## config.mk

```make
export PLATFORM = sky130hd
export DESIGN_NAME = fgr_ctrl_flat
export DESIGN_NICKNAME = d
export VERILOG_FILES = /design/src/hdl/fgr_pkg.sv /design/src/hdl/fgr_cmd_if.sv /design/src/hdl/fgr_ctrl.sv /design/src/flat_wrapper.sv
export SDC_FILE = /design/constraint.sdc
export NUM_CORES = 1
export LEC_CHECK = 0
export ABC_AREA = 1
export BUFFER_PORTS_ARGS = -buffer_cell sky130_fd_sc_hd__buf_2
export CAP_MARGIN = 5
export CORE_ASPECT_RATIO = 1.75
export CORE_MARGIN = 2
export CORE_UTILIZATION = 51
export CTS_BUF_LIST = sky130_fd_sc_hd__clkbuf_16
export CTS_CLUSTER_DIAMETER = 30
export DETAILED_ROUTE_END_ITERATION = 7
export GPL_TIMING_DRIVEN = 0
export PLACE_DENSITY = 0.88
export RECOVER_POWER = 100
export SETUP_SLACK_MARGIN = 0.3
export SYNTH_ARGS = -nofsm -noshare
export SYNTH_HDL_FRONTEND = slang
export SYNTH_SLANG_ARGS = --single-unit
```

## constraint.sdc

```tcl
create_clock -name core_clk -period 2.24 [get_ports core_clk]
set_input_delay 0.336 -clock core_clk [delete_from_list [all_inputs] [get_ports core_clk]]
set_output_delay 0.336 -clock core_clk [all_outputs]
set_load 0.01 [all_outputs]
```

## src/hdl/fgr_pkg.sv

```systemverilog
// Shared constants and types for the fine granularity refresh link
package fgr_pkg;

    ////////////////////////////////////////////////////////////////////////
    // Rate mode field codes
    localparam logic [2:0] MODE_FIXED_1X = 3'h0;
    localparam logic [2:0] MODE_FIXED_2X = 3'h1;
    localparam logic [2:0] MODE_FIXED_4X = 3'h2;
    localparam logic [2:0] MODE_DYN_1X2X = 3'h5;
    localparam logic [2:0] MODE_DYN_1X4X = 3'h6;
    localparam logic [2:0] MODE_RESET    = MODE_FIXED_1X;

    // Refresh kinds
    typedef enum logic [1:0] {
        FGR_KIND_1X,
        FGR_KIND_2X,
        FGR_KIND_4X
    } fgr_kind_t;

    ////////////////////////////////////////////////////////////////////////
    // Timing at the command clock
    localparam int CLK_PERIOD_NS   = 25;
    localparam int REFI_BASE_NS    = 7800;
    localparam int RFC1_NS         = 350;
    localparam int RFC2_NS         = 260;
    localparam int RFC4_NS         = 160;
    localparam int MRS_GAP_NS      = 600;
    // Longest interval rounds down, least cycle times round up
    localparam int REFI_BASE_CYC   = REFI_BASE_NS / CLK_PERIOD_NS;
    localparam int RFC1_CYC        = (RFC1_NS + CLK_PERIOD_NS - 1) / CLK_PERIOD_NS;
    localparam int RFC2_CYC        = (RFC2_NS + CLK_PERIOD_NS - 1) / CLK_PERIOD_NS;
    localparam int RFC4_CYC        = (RFC4_NS + CLK_PERIOD_NS - 1) / CLK_PERIOD_NS;
    localparam int MRS_GAP_CYC     = (MRS_GAP_NS + CLK_PERIOD_NS - 1) / CLK_PERIOD_NS;

    localparam int CNT_W           = 9;
    localparam logic [CNT_W-1:0] CNT_ZERO = 9'h000;
    localparam logic [1:0] MR3_BANK = 2'h3;
    localparam int MODE_LSB        = 6;

    // Cycle time of one refresh kind
    function automatic logic [CNT_W-1:0] fgr_rfc_cyc(input fgr_kind_t kind);
        case (kind)
            FGR_KIND_2X: fgr_rfc_cyc = CNT_W'(RFC2_CYC);
            FGR_KIND_4X: fgr_rfc_cyc = CNT_W'(RFC4_CYC);
            default:     fgr_rfc_cyc = CNT_W'(RFC1_CYC);
        endcase
    endfunction

endpackage

```

## src/hdl/fgr_cmd_if.sv

```systemverilog
// Command bus between memory controller and DRAM refresh logic
interface fgr_cmd_if;
    logic        cs_n;
    logic        act_n;
    logic        ras_n;
    logic        cas_n;
    logic        we_n;
    logic        bg0;
    logic [1:0]  ba;
    logic [13:0] addr;

    modport ctrl (output cs_n, output act_n, output ras_n, output cas_n,
                  output we_n, output bg0, output ba, output addr);
    modport dram (input cs_n, input act_n, input ras_n, input cas_n,
                  input we_n, input bg0, input ba, input addr);
endinterface

```

## src/hdl/fgr_ctrl.sv

```systemverilog
// Controller end: issues mode set and refresh commands at the mode's pace
module fgr_ctrl (
    // Clock and reset
    input  wire logic       core_clk,
    input  wire logic       sys_rst,
    // Command bus
    fgr_cmd_if.ctrl         cmd,
    // Mode change request
    input  wire logic       mode_req_valid,
    input  wire logic [2:0] mode_req,
    input  wire logic       temperature_scaled_refresh,
    // Refresh steering
    input  wire logic [1:0] temp_band,
    input  wire logic       fast_refresh_pref,
    // Status
    output logic            mode_ack,
    output logic            mode_reject,
    output logic [2:0]      fine_refresh_rate_mode,
    output logic            refresh_issued,
    output logic [1:0]      refresh_kind,
    output logic            refresh_busy
);

    typedef enum logic [1:0] {
        FGR_IDLE,
        FGR_RFC_WAIT,
        FGR_MRS_WAIT
    } fgr_ctrl_state_t;

    typedef struct packed {
        fgr_ctrl_state_t           state;
        logic [2:0]                mode;
        logic                      pend;
        logic [2:0]                pend_mode;
        logic [fgr_pkg::CNT_W-1:0] refi_cnt;
        logic [fgr_pkg::CNT_W-1:0] wait_cnt;
        logic                      busy;
        logic                      ack;
        logic                      rej;
        logic                      issued;
        fgr_pkg::fgr_kind_t        kind;
        logic                      cs_n;
        logic                      ras_n;
        logic                      cas_n;
        logic                      we_n;
        logic                      bg0;
        logic [1:0]                ba;
        logic [13:0]               addr;
    } fgr_ctrl_st_t;

    fgr_ctrl_st_t       st;
    fgr_ctrl_st_t       next_st;
    fgr_pkg::fgr_kind_t sel_kind;
    logic [2:0]         rate_shift;
    logic [fgr_pkg::CNT_W-1:0] refi_load;
    logic               mode_ok;

    ////////////////////////////////////////////////////////////////////////
    // Kind of next refresh from programmed mode
    always_comb begin
        case (st.mode)
            fgr_pkg::MODE_FIXED_2X: sel_kind = fgr_pkg::FGR_KIND_2X;
            fgr_pkg::MODE_FIXED_4X: sel_kind = fgr_pkg::FGR_KIND_4X;
            fgr_pkg::MODE_DYN_1X2X: sel_kind = fast_refresh_pref ? fgr_pkg::FGR_KIND_2X
                                                                 : fgr_pkg::FGR_KIND_1X;
            fgr_pkg::MODE_DYN_1X4X: sel_kind = fast_refresh_pref ? fgr_pkg::FGR_KIND_4X
                                                                 : fgr_pkg::FGR_KIND_1X;
            default:                sel_kind = fgr_pkg::FGR_KIND_1X;
        endcase
    end

    // Interval for that kind and temperature band
    always_comb begin
        rate_shift = {1'b0, sel_kind} + {1'b0, temp_band};
        refi_load  = fgr_pkg::CNT_W'(fgr_pkg::REFI_BASE_CYC) >> rate_shift;
    end

    // Accept only documented codes; scaling allows only fixed 1x
    always_comb begin
        case (mode_req)
            fgr_pkg::MODE_FIXED_1X: mode_ok = 1'b1;
            fgr_pkg::MODE_FIXED_2X,
            fgr_pkg::MODE_FIXED_4X,
            fgr_pkg::MODE_DYN_1X2X,
            fgr_pkg::MODE_DYN_1X4X: mode_ok = !temperature_scaled_refresh;
            default:                mode_ok = 1'b0;
        endcase
    end

    ////////////////////////////////////////////////////////////////////////
    // Next state
    always_comb begin
        next_st        = st;
        next_st.ack    = 1'b0;
        next_st.rej    = 1'b0;
        next_st.issued = 1'b0;
        // Bus returns to deselect after each one-cycle command
        next_st.cs_n   = 1'b1;
        next_st.ras_n  = 1'b1;
        next_st.cas_n  = 1'b1;
        next_st.we_n   = 1'b1;
        next_st.bg0    = 1'b0;
        next_st.ba     = 2'h0;
        next_st.addr   = 14'h0000;
        if (st.refi_cnt != fgr_pkg::CNT_ZERO) begin
            next_st.refi_cnt = st.refi_cnt - 1'b1;
        end
        if (mode_req_valid && !st.pend) begin
            if (mode_ok) begin
                next_st.pend      = 1'b1;
                next_st.pend_mode = mode_req;
            end else begin
                next_st.rej = 1'b1;
            end
        end
        case (st.state)
            FGR_IDLE: begin
                if (st.refi_cnt == fgr_pkg::CNT_ZERO) begin
                    // Refresh due: one cycle of refresh encoding
                    next_st.cs_n     = 1'b0;
                    next_st.ras_n    = 1'b0;
                    next_st.cas_n    = 1'b0;
                    next_st.we_n     = 1'b1;
                    next_st.bg0      = (sel_kind != fgr_pkg::FGR_KIND_1X);
                    next_st.kind     = sel_kind;
                    next_st.issued   = 1'b1;
                    next_st.refi_cnt = refi_load;
                    next_st.wait_cnt = fgr_pkg::fgr_rfc_cyc(sel_kind);
                    next_st.state    = FGR_RFC_WAIT;
                    next_st.busy     = 1'b1;
                end else if (st.pend) begin
                    // Mode set goes out before any refresh relying on it
                    next_st.cs_n                          = 1'b0;
                    next_st.ras_n                         = 1'b0;
                    next_st.cas_n                         = 1'b0;
                    next_st.we_n                          = 1'b0;
                    next_st.ba                            = fgr_pkg::MR3_BANK;
                    next_st.addr[fgr_pkg::MODE_LSB +: 3]  = st.pend_mode;
                    next_st.mode                          = st.pend_mode;
                    next_st.pend                          = 1'b0;
                    next_st.ack                           = 1'b1;
                    next_st.refi_cnt                      = fgr_pkg::CNT_ZERO;
                    next_st.wait_cnt = fgr_pkg::CNT_W'(fgr_pkg::MRS_GAP_CYC);
                    next_st.state                         = FGR_MRS_WAIT;
                    next_st.busy                          = 1'b1;
                end
            end
            FGR_RFC_WAIT,
            FGR_MRS_WAIT: begin
                // Deselect only until the wait expires
                next_st.wait_cnt = st.wait_cnt - 1'b1;
                if (st.wait_cnt == fgr_pkg::CNT_W'(1)) begin
                    next_st.state = FGR_IDLE;
                    next_st.busy  = 1'b0;
                end
            end
            default: begin
                next_st.state = FGR_IDLE;
                next_st.busy  = 1'b0;
            end
        endcase
    end

    // State register
    always_ff @(posedge core_clk) begin
        if (sys_rst) begin
            st.state     <= FGR_IDLE;
            st.mode      <= fgr_pkg::MODE_RESET;
            st.pend      <= 1'b0;
            st.pend_mode <= fgr_pkg::MODE_RESET;
            st.refi_cnt  <= fgr_pkg::CNT_W'(fgr_pkg::REFI_BASE_CYC);
            st.wait_cnt  <= fgr_pkg::CNT_ZERO;
            st.busy      <= 1'b0;
            st.ack       <= 1'b0;
            st.rej       <= 1'b0;
            st.issued    <= 1'b0;
            st.kind      <= fgr_pkg::FGR_KIND_1X;
            st.cs_n      <= 1'b1;
            st.ras_n     <= 1'b1;
            st.cas_n     <= 1'b1;
            st.we_n      <= 1'b1;
            st.bg0       <= 1'b0;
            st.ba        <= 2'h0;
            st.addr      <= 14'h0000;
        end else begin
            st <= next_st;
        end
    end

    ////////////////////////////////////////////////////////////////////////
    // Bus and status outputs from state, act_n held high
    assign cmd.cs_n               = st.cs_n;
    assign cmd.act_n              = 1'b1;
    assign cmd.ras_n              = st.ras_n;
    assign cmd.cas_n              = st.cas_n;
    assign cmd.we_n               = st.we_n;
    assign cmd.bg0                = st.bg0;
    assign cmd.ba                 = st.ba;
    assign cmd.addr               = st.addr;
    assign mode_ack               = st.ack;
    assign mode_reject            = st.rej;
    assign fine_refresh_rate_mode = st.mode;
    assign refresh_issued         = st.issued;
    assign refresh_kind           = st.kind;
    assign refresh_busy           = st.busy;

endmodule

```

## src/flat_wrapper.sv

```systemverilog
// flat-port wrapper written by rule: the top's interface ports become plain ports
module fgr_ctrl_flat 
  (core_clk, sys_rst, mode_req_valid, mode_req, temperature_scaled_refresh, temp_band, fast_refresh_pref, mode_ack, mode_reject, fine_refresh_rate_mode, refresh_issued, refresh_kind, refresh_busy, cmd_cs_n, cmd_act_n, cmd_ras_n, cmd_cas_n, cmd_we_n, cmd_bg0, cmd_ba, cmd_addr);
  fgr_cmd_if cmd_i ();
  input  wire logic core_clk;
  input  wire logic sys_rst;
  input  wire logic mode_req_valid;
  input  wire logic [2:0] mode_req;
  input  wire logic temperature_scaled_refresh;
  input  wire logic [1:0] temp_band;
  input  wire logic fast_refresh_pref;
  output logic mode_ack;
  output logic mode_reject;
  output logic [2:0] fine_refresh_rate_mode;
  output logic refresh_issued;
  output logic [1:0] refresh_kind;
  output logic refresh_busy;
  output wire logic [$bits(cmd_i.cs_n)-1:0] cmd_cs_n;
  output wire logic [$bits(cmd_i.act_n)-1:0] cmd_act_n;
  output wire logic [$bits(cmd_i.ras_n)-1:0] cmd_ras_n;
  output wire logic [$bits(cmd_i.cas_n)-1:0] cmd_cas_n;
  output wire logic [$bits(cmd_i.we_n)-1:0] cmd_we_n;
  output wire logic [$bits(cmd_i.bg0)-1:0] cmd_bg0;
  output wire logic [$bits(cmd_i.ba)-1:0] cmd_ba;
  output wire logic [$bits(cmd_i.addr)-1:0] cmd_addr;
  assign cmd_cs_n = cmd_i.cs_n;
  assign cmd_act_n = cmd_i.act_n;
  assign cmd_ras_n = cmd_i.ras_n;
  assign cmd_cas_n = cmd_i.cas_n;
  assign cmd_we_n = cmd_i.we_n;
  assign cmd_bg0 = cmd_i.bg0;
  assign cmd_ba = cmd_i.ba;
  assign cmd_addr = cmd_i.addr;
  fgr_ctrl u_core (.core_clk(core_clk), .sys_rst(sys_rst), .cmd(cmd_i), .mode_req_valid(mode_req_valid), .mode_req(mode_req), .temperature_scaled_refresh(temperature_scaled_refresh), .temp_band(temp_band), .fast_refresh_pref(fast_refresh_pref), .mode_ack(mode_ack), .mode_reject(mode_reject), .fine_refresh_rate_mode(fine_refresh_rate_mode), .refresh_issued(refresh_issued), .refresh_kind(refresh_kind), .refresh_busy(refresh_busy));
endmodule
```

# --- After elaboration in Yosys (flattened, before gate mapping) ---
# Index checks and enable logic that the tools add are counted.
totals:
  wordCells: 88
  register_bits: 54
  out_inout_bits: 31
op_classes:
  n_shift: 1
  n_addsub: 3
  n_bitwise: 4
  reduce_logical: 21
  n_eq_ne: 15
  n_mux: 25
ops:
  columns: ["operator", "n"]
  rows:
  - ["$mux W20", 1]
  - ["$mux W19", 1]
  - ["$mux W9", 2]
  - ["$pmux W9 S2", 1]
  - ["$sub A9 B1 Y9 const B", 2]
  - ["$mux W4", 4]
  - ["$eq A3 B3 Y1 const B", 4]
  - ["$eq A9 B1 Y1 const B", 1]
  - ["$logic_not A9 Y1", 1]
  - ["$reduce_bool A9 Y1", 1]
  - ["$shr A9 B3 Y9 const A", 1]
  - ["$mux W2", 4]
  - ["$pmux W2 S4", 1]
  - ["$pmux W4 S2", 1]
  - ["$reduce_and A2 Y1", 4]
  - ["$reduce_or A4 Y1", 2]
  - ["$eq A3 B1 Y1 const B", 2]
  - ["$eq A3 B2 Y1 const B", 2]
  - ["$mux W6", 1]
  - ["$reduce_or A2 Y1", 3]
  - ["$reduce_or A3 Y1", 2]
  - ["$mux W1", 5]
  - ["$eq A2 B1 Y1 const B", 2]
  - ["$eq A2 B2 Y1 const B", 2]
  - ["other kinds (13)", 19]

# --- Depth between registers and ports, before layout ---
# Gate-level depths: netlist of run 1.
depth:
  word_depth: 8
  mapped_depth: 14
  ltp_nobuf: 14

# --- Worst setup path after synthesis of run 1 ---
# OpenSTA, ideal clock, no wires.
synth_timing:
  kind: "register to register"
  startpoint: "register u_core.st, in the netlist u_core.fine_refresh_rate_mode[0]"
  endpoint: "register u_core.st[37] in the netlist's numbering"
  path_buffers: 0
  arrival_ps: 2266
  setup_ps: 113
  synth_period_minus_slack_ps: 2379
  stages_incl_launch_ff: 15
  slack_ps: -139
  path_cell_list: "dfxtp_1 inv_1 ha_1 inv_1 nand3_1 inv_1 ha_1 inv_1 fa_1 inv_1 ha_1 nand2_1 nand2_1 nor2_1 nor2_1"
synth_via:
  elab_chain_cells: 6
  elab_cells_between_ends: 9
  cone_classes: "add/sub: 1; eq/ne: 4; shift: 1; mux: 3"
synth_lines:
  columns: ["element", "line_no", "source"]
  rows:
  - ["start, declared", "fgr_ctrl.sv:51", "fgr_ctrl_st_t st;"]
  - ["start signal, assigned", "fgr_ctrl.sv:186", "st <= next_st;"]
  - ["$eq A3 B3 Y1 (tied with other cells)", "fgr_ctrl.sv:61", "case (st.mode)"]
  - ["$pmux W2 S4 *", "fgr_ctrl.sv:61", null]
  - ["net u_core.sel_kind[0]", "fgr_ctrl.sv:53", "fgr_pkg::fgr_kind_t sel_kind;"]
  - ["$add A2 B2 Y3 *", "fgr_ctrl.sv:74", "rate_shift = {1'b0, sel_kind} + {1'b0, temp_band};"]
  - ["$shr A9 B3 Y9 *", "fgr_ctrl.sv:75", "refi_load = fgr_pkg::CNT_W'(fgr_pkg::REFI_BASE_CYC) >> rate_shift;"]
  - ["$mux W19 *", "fgr_ctrl.sv:118", "if (st.refi_cnt == fgr_pkg::CNT_ZERO) begin"]
  - ["$mux W9 *", "fgr_ctrl.sv:116", "case (st.state)"]
# Mark *: on every way through the listed nets, which the timed path passes. The rest lies on a longest branch.
# A chain may end at the register's enable or synchronous reset.

# --- Worst setup path in the final report of run 1 ---
# Ends and elaborated chain as after synthesis.

==> metrics.yaml, run 1 <==
relSlewSlack_pct: 62.0
clk_latency_ns: 0.28
ctsHoldBuffers: 0
crit_fanout: 4
drc: 0
cts_root_buffer: "clkbuf_16"
critPathRequiredTime_ns: 2.45
arrival_ns: 2.51
antenna_found_initial: 0
fin_ws_ns: -0.0530
final_util_pct: 65.7
netlist.area_leader.share_pct: 32.9
cts_tree: "built"
synth_seq_cells: 39
die_y_um: 94.2
p_switching_uw: 584
clock_path_buffers: 2
rsz0062_at_grt: "yes"
routabilityCongestion: 0.878
initial_core_util_pct: 53.4
fillers: 370
htreeDepth: 2
r2r_start: "u_core.fine_refresh_rate_mode[0]"
io_pins: 41
rr_worst_depth: 14
grt_pass1_wl_um: 9430
num_rows: 32
wl_um: 6040
status: "finished, violations left"
die_area_mm2: 0.00523
drive_above_1_share_pct: 22.0
setup-violations-final: 3
dp_hpwl_um: 4020
synth_top_area_cell: "dfxtp_1"
nets: 421
worstMarginPinSlew_ns: 0.570
finalCritPeriodShare_pct: 102
vdd_ir_drop_max_mv: 0.587
dr_total_vias: 2385
avgRoutedWirePerCell_um: 13.5
period_needed_ns: 2.29
diodes: 0
fin_tns_setup_ns: -0.0708
ys_types: 30
numCtsBuffers: 5
holdPathEnd: "u_core.st[47]"
min_path_type: "input port to register"
finClkSkew_ns: 0.00585
yosys_warnings: 0
pwr-share-comb_pct: 19.5
hold_viol: 0
powerDensity_mw_per_mm2: 726
grt_pass1_vias: 2178
violations: "setup timing"
ant_nets: 0
pwr-share-seq_pct: 36.7
clock-sinks: 39
yosysSeqAreaShare_pct: 32.9
synth_area_leaders: "dfxtp_1, nand2_1, ha_1"
drv_slew: 0
internal-power_uw: 1540
core-area_mm2: 0.00444
total_leakage_power_uw: 0.00138
swShare_pct: 27.6
viasPerCell: 5.34
grt_usage_pct: 23.1
r2r_slack_ns: -0.05
grt_max_degree: 14
portBuffers: 28
clockPowerShare_pct: 43.8
reg2reg_to: "u_core.st[37]"
min_from: "mode_req[2]"
netlist_instances: 343
dr.pass1.iters: 7
worst_setup_path_start_kind: "register"
synth_area_per_cell_um2: 6.91
first_iter_violations: 198
clk_pin_slew_ns: 0.06
gr-total-overflow: 0
drv_cap: 0
fp.dieW_um: 55.5
holdPathStages: 3
max_freq_mhz: 436
crit_type: "register to register"
endpoint_kind: "register"
syn_area_mm2: 0.00237
syn2layout_area_growth_pct: 23.1
==> area by class of cell <==
| cell class | instances | area [um2] | area share, % |
|---|---|---|---|
| plain buffers | 29 | 204 | 6.99 |
| flip-flops and latches | 39 | 783 | 26.8 |
| repair buffers | 35 | 169 | 5.79 |
| clock inverters | 3 | 67.6 | 2.31 |
| well taps | 51 | 63.8 | 2.19 |
| clock buffers | 5 | 125 | 4.29 |
| multi-input cells | 234 | 1300 | 44.6 |
| inverters | 51 | 204 | 6.99 |
==> critical path, cell delays in order, from the launching register on <==
cell and delay [ns]:
dfxtp_2 0.36, inv_2 0.06, ha_4 0.22, inv_4 0.06
nand3_4 0.07, inv_4 0.08, ha_4 0.14, inv_4 0.03
fa_2 0.62, inv_4 0.07, ha_4 0.28, nand2_2 0.04
nand2_1 0.05, nor2_1 0.04, nor2_1 0.11
==> synthesized netlist by cell type <==
library cell,count
nand3_1,26
nand2_1,67
clkinv_1,1
a21oi_1,11
nand2_2,3
inv_2,6
nor2_1,48
buf_6,1
o21ai_0,17
nor3_1,2
nor3b_1,1
conb_1,2
o22ai_1,3
nand4_1,8
nor2_2,3
o21ai_1,4
a31oi_1,1
dfxtp_1,39
clkbuf_1,4
xor2_1,4
o221ai_1,1
nand3_4,1
fa_1,1
ha_1,15
o21bai_1,1
nor2_4,3
or2_2,1
inv_1,44
a21oi_4,1
buf_4,24
==> state kept, by name, summed over array words and instances, names as in the netlist <==
| signal | flops |
|---|---|
| u_core.cmd.bg0 | 1 |
| u_core.cmd.we_n | 1 |
| u_core.refresh_kind | 2 |
| u_core.cmd.ba | 1 |
| u_core.cmd.cas_n | 1 |
| u_core.refresh_issued | 1 |
| u_core.cmd.addr | 3 |
| u_core.mode_reject | 1 |
| u_core.fine_refresh_rate_mode | 3 |
| u_core.refresh_busy | 1 |
| u_core.st | 24 |
==> cells by family (layout without fill, tap and decap cells) <==
logic type | count (synthesis) | count (layout) | synth area share (%)
buffers and inverters | 80 | 123 | 16.8
XOR/XNOR | 4 | 4 | 1.48
AND/OR/NAND/NOR | 163 | 163 | 30.6
flip-flops | 39 | 39 | 32.9
AO/OA/AOI/OAI | 39 | 39 | 9.18
other | 2 | 12 | 0.317
adder cells (fa/ha/maj) | 16 | 16 | 8.76
==> repair_timing <==
action / CTS / global route
pin swaps: 9 / 7
endpoints found under the setup margin: 9 / 9
setup buffers: 6 / 1
resized for setup: 10 / 12
==> power groups by stage <==
stage	Clock (uW)	Sequential, uW	Combinational, uW
after floorplan	0	788	310
after global routing	964	781	464
after global placement	0	791	380
final	929	777	413
after detailed placement	0	792	396
after CTS	931	777	409
==> metrics by stage <==
step	hold slack, ns	total power (uW)	area [um2]	setup slack, ns	instances
after global placement	0.446	1170	2680	-0.0398	432
after global routing	0.333	2210	2920	-0.117	447
after CTS	0.298	2120	2930	0.0509	446
after floorplan	0.422	1100	2470	0.101	353
final	0.294	2120	2920	-0.0530	447
after detailed placement	0.449	1190	2680	-0.0974	432
==> placed cells by master (no fill, tap or decap), types with 5 or more instances in the layout <==
cell / n
buf_2: 9
o21ai_1: 6
nand3_1: 25
nor2_1: 48
dfxtp_1: 37
nand2_1: 65
conb_1: 12
inv_2: 7
inv_4: 5
o21ai_0: 14
nand2_2: 5
inv_1: 38
clkbuf_16: 5
ha_1: 10
buf_4: 32
nand4_1: 8
a21oi_1: 11
clkbuf_1: 22
==> worst max path at each step <==
stage / start / cells after the start / endpoint
floorplan: u_core.fine_refresh_rate_mode[0] / 14 / u_core.st[37]
global route: u_core.fine_refresh_rate_mode[0] / 14 / u_core.st[37]
finish: u_core.fine_refresh_rate_mode[0] / 14 / u_core.st[37]
detailed placement: u_core.fine_refresh_rate_mode[0] / 12 / u_core.st[36]
CTS: u_core.fine_refresh_rate_mode[0] / 12 / u_core.st[36]
global placement: u_core.fine_refresh_rate_mode[0] / 12 / u_core.st[36]
==> layer usage <==
layer  track usage, %  part of all wire (%)  vias up
met5                0                     0        -
met4             14.2                   5.2        0
met3             3.31                   6.9       30
met2             45.6                    54      129
met1             21.5                    34     1076
li1                 -                     -     1150
(Power assumes the default switching activity.)
==> run 2: changes to the inputs <==
- MAX_ROUTING_LAYER: unset -> met4
==> run 2 against run 1 <==
  * The run still ends with setup timing left
  * Cell count did not move
  * Non-clock buffer count did not move
  * Sequential cell count did not move
  * Critical path type unchanged
  * Design area barely moved
  * Clock skew fell by 0.00060 ns
  * Worst setup slack improved by 0.012 ns
  * Fmax rose by 0.53%
  * Global-route usage rose by 0.56 points
  * Die area did not move
  * Highest routed layer unchanged
  * Worst hold slack improved by 0.0024 ns
==> metrics.yaml, run 2 (same netlist as run 1, synthesis figures left out) <==
status: "finished, violations left"
violations: "setup timing"
arrival_ns: 2.50
grt_usage_pct: 23.7
dr_total_vias: 2365
dr.pass1.iters: 4
pre_cts_ws_ns: -0.0974
final_util_pct: 65.7
grt_max_degree: 14
core-area_mm2: 0.00444
drive_above_1_share_pct: 22.2
ant_nets: 0
num_rows: 32
fin_ws_ns: -0.0409
cts_root_buffer: "clkbuf_16"
ctsHoldBuffers: 0
fp.dieW_um: 55.5
drc: 0
place_area_mm2: 0.00268
routabilityCongestion: 0.892
finalCritPeriodShare_pct: 102
largest_reg_flops: 24
viasPerCell: 5.29
worstMarginPinSlew_ns: 0.572
final_common_cell: "nand2_1"
htreeDepth: 2
drv_slew: 0
largest_register: "u_core.st"
die_area_mm2: 0.00523
drv_cap: 0
vdd_ir_drop_max_mv: 0.583
final_area_mm2: 0.00292
clock_path_buffers: 2
antenna_found_initial: 0
clock-sinks: 39
grt_pass1_wl_um: 9400
instances_no_fill: 447
gr-total-overflow: 0
numCtsBuffers: 5
period_needed_ns: 2.28
crit_type: "register to register"
finClkSkew_ns: 0.00525
grt_pass1_vias: 2178
setup-violations-final: 2
critPathRequiredTime_ns: 2.45
first_iter_violations: 140
total_leakage_power_uw: 0.00138
nets: 421
dp_hpwl_um: 4020
relSlewSlack_pct: 61.9
powerDensity_mw_per_mm2: 723
endpoint_kind: "register"
hold_viol: 0
io_pins: 41
max_freq_mhz: 438
diodes: 0
holdPathStages: 3
initial_core_util_pct: 53.4
rr_worst_depth: 14
wl_um: 5960
die_y_um: 94.2
crit_fanout: 4
min_path_type: "input port to register"
worst_setup_path_start_kind: "register"
cts_tree: "built"
portBuffers: 28
clk_pin_slew_ns: 0.06
rsz0062_at_grt: "yes"
syn2layout_area_growth_pct: 23.1
clk_latency_ns: 0.28
dp.cells: 432
final_cell_mix: "nand2_1, nor2_1, inv_1, dfxtp_1, buf_4"
avgRoutedWirePerCell_um: 13.3
fillers: 369
[run 2: changes by cell type in the layout (fill, tap and decap cells not counted)]
| cell | delta |
|---|---|
| buf_2 | +1 |
| clkbuf_1 | -1 |
| inv_2 | +1 |
| inv_4 | -1 |
[run 2: power by group]
part	switching (uW)	internal, uW	leakage, uW
clock	285	638	0.0000900
sequential	35.8	741	0.000319
combinational	255	156	0.000973
total	576	1540	0.00138
[run 2: what timing repair did]
item / CTS / global route
gates resized for setup: 10 / 11
setup endpoints to repair: 9 / 9
setup buffers: 6 / 1
gates cloned: 0 / 0
pin swaps: 9 / 7
[run 2: final timing paths]
kind,to,slack [ns],start
max,u_core.st[37],-0.04,u_core.fine_refresh_rate_mode[0]
min reg2reg,u_core.cmd.addr[8],0.46,u_core.st[47]
min,u_core.st[47],0.30,mode_req[2]
max reg2reg,u_core.st[37],-0.04,u_core.fine_refresh_rate_mode[0]
[run 2: through the flow]
| stage | hold WS (ns) | setup TNS (ns) | total power [uW] |
|---|---|---|---|
| floorplan | 0.422 | 0 | 1100 |
| global placement | 0.446 | -0.0614 | 1170 |
| detailed placement | 0.449 | -0.190 | 1190 |
| CTS | 0.298 | 0 | 2120 |
| global route | 0.329 | -0.327 | 2210 |
| finish | 0.297 | -0.0531 | 2110 |
[run 2: routing by layer]
metal | global-route usage [%] | wire (um) | vias to the layer above
met4 | 14.2 | 297 | 0
li1 | - | - | 1147
met3 | 3.31 | 298 | 29
met5 | - | 0 | -
met1 | 21.4 | 2080 | 1088
met2 | 45.6 | 3280 | 101
[run 2: area by class of cell]
| cell class | instances | area [um2] | share of cell area [%] |
|---|---|---|---|
| Buffer | 29 | 204 | 6.99 |
| Clock buffer | 5 | 125 | 4.29 |
| Clock inverter | 3 | 67.6 | 2.32 |
| Inverter | 51 | 201 | 6.90 |
| Multi-Input combinational cell | 234 | 1300 | 44.6 |
| Sequential cell | 39 | 783 | 26.8 |
| Tap cell | 51 | 63.8 | 2.19 |
| Timing Repair Buffer | 35 | 170 | 5.83 |
[run 2: worst max-delay path, stage by stage, from the launching register on]
cell,delay [ns]
dfxtp_2,0.36
inv_2,0.06
ha_4,0.22
inv_4,0.06
nand3_4,0.07
inv_4,0.07
ha_4,0.13
inv_2,0.04
fa_2,0.60
inv_4,0.07
ha_4,0.27
nand2_2,0.04
nand2_1,0.07
nor2_1,0.05
nor2_1,0.10
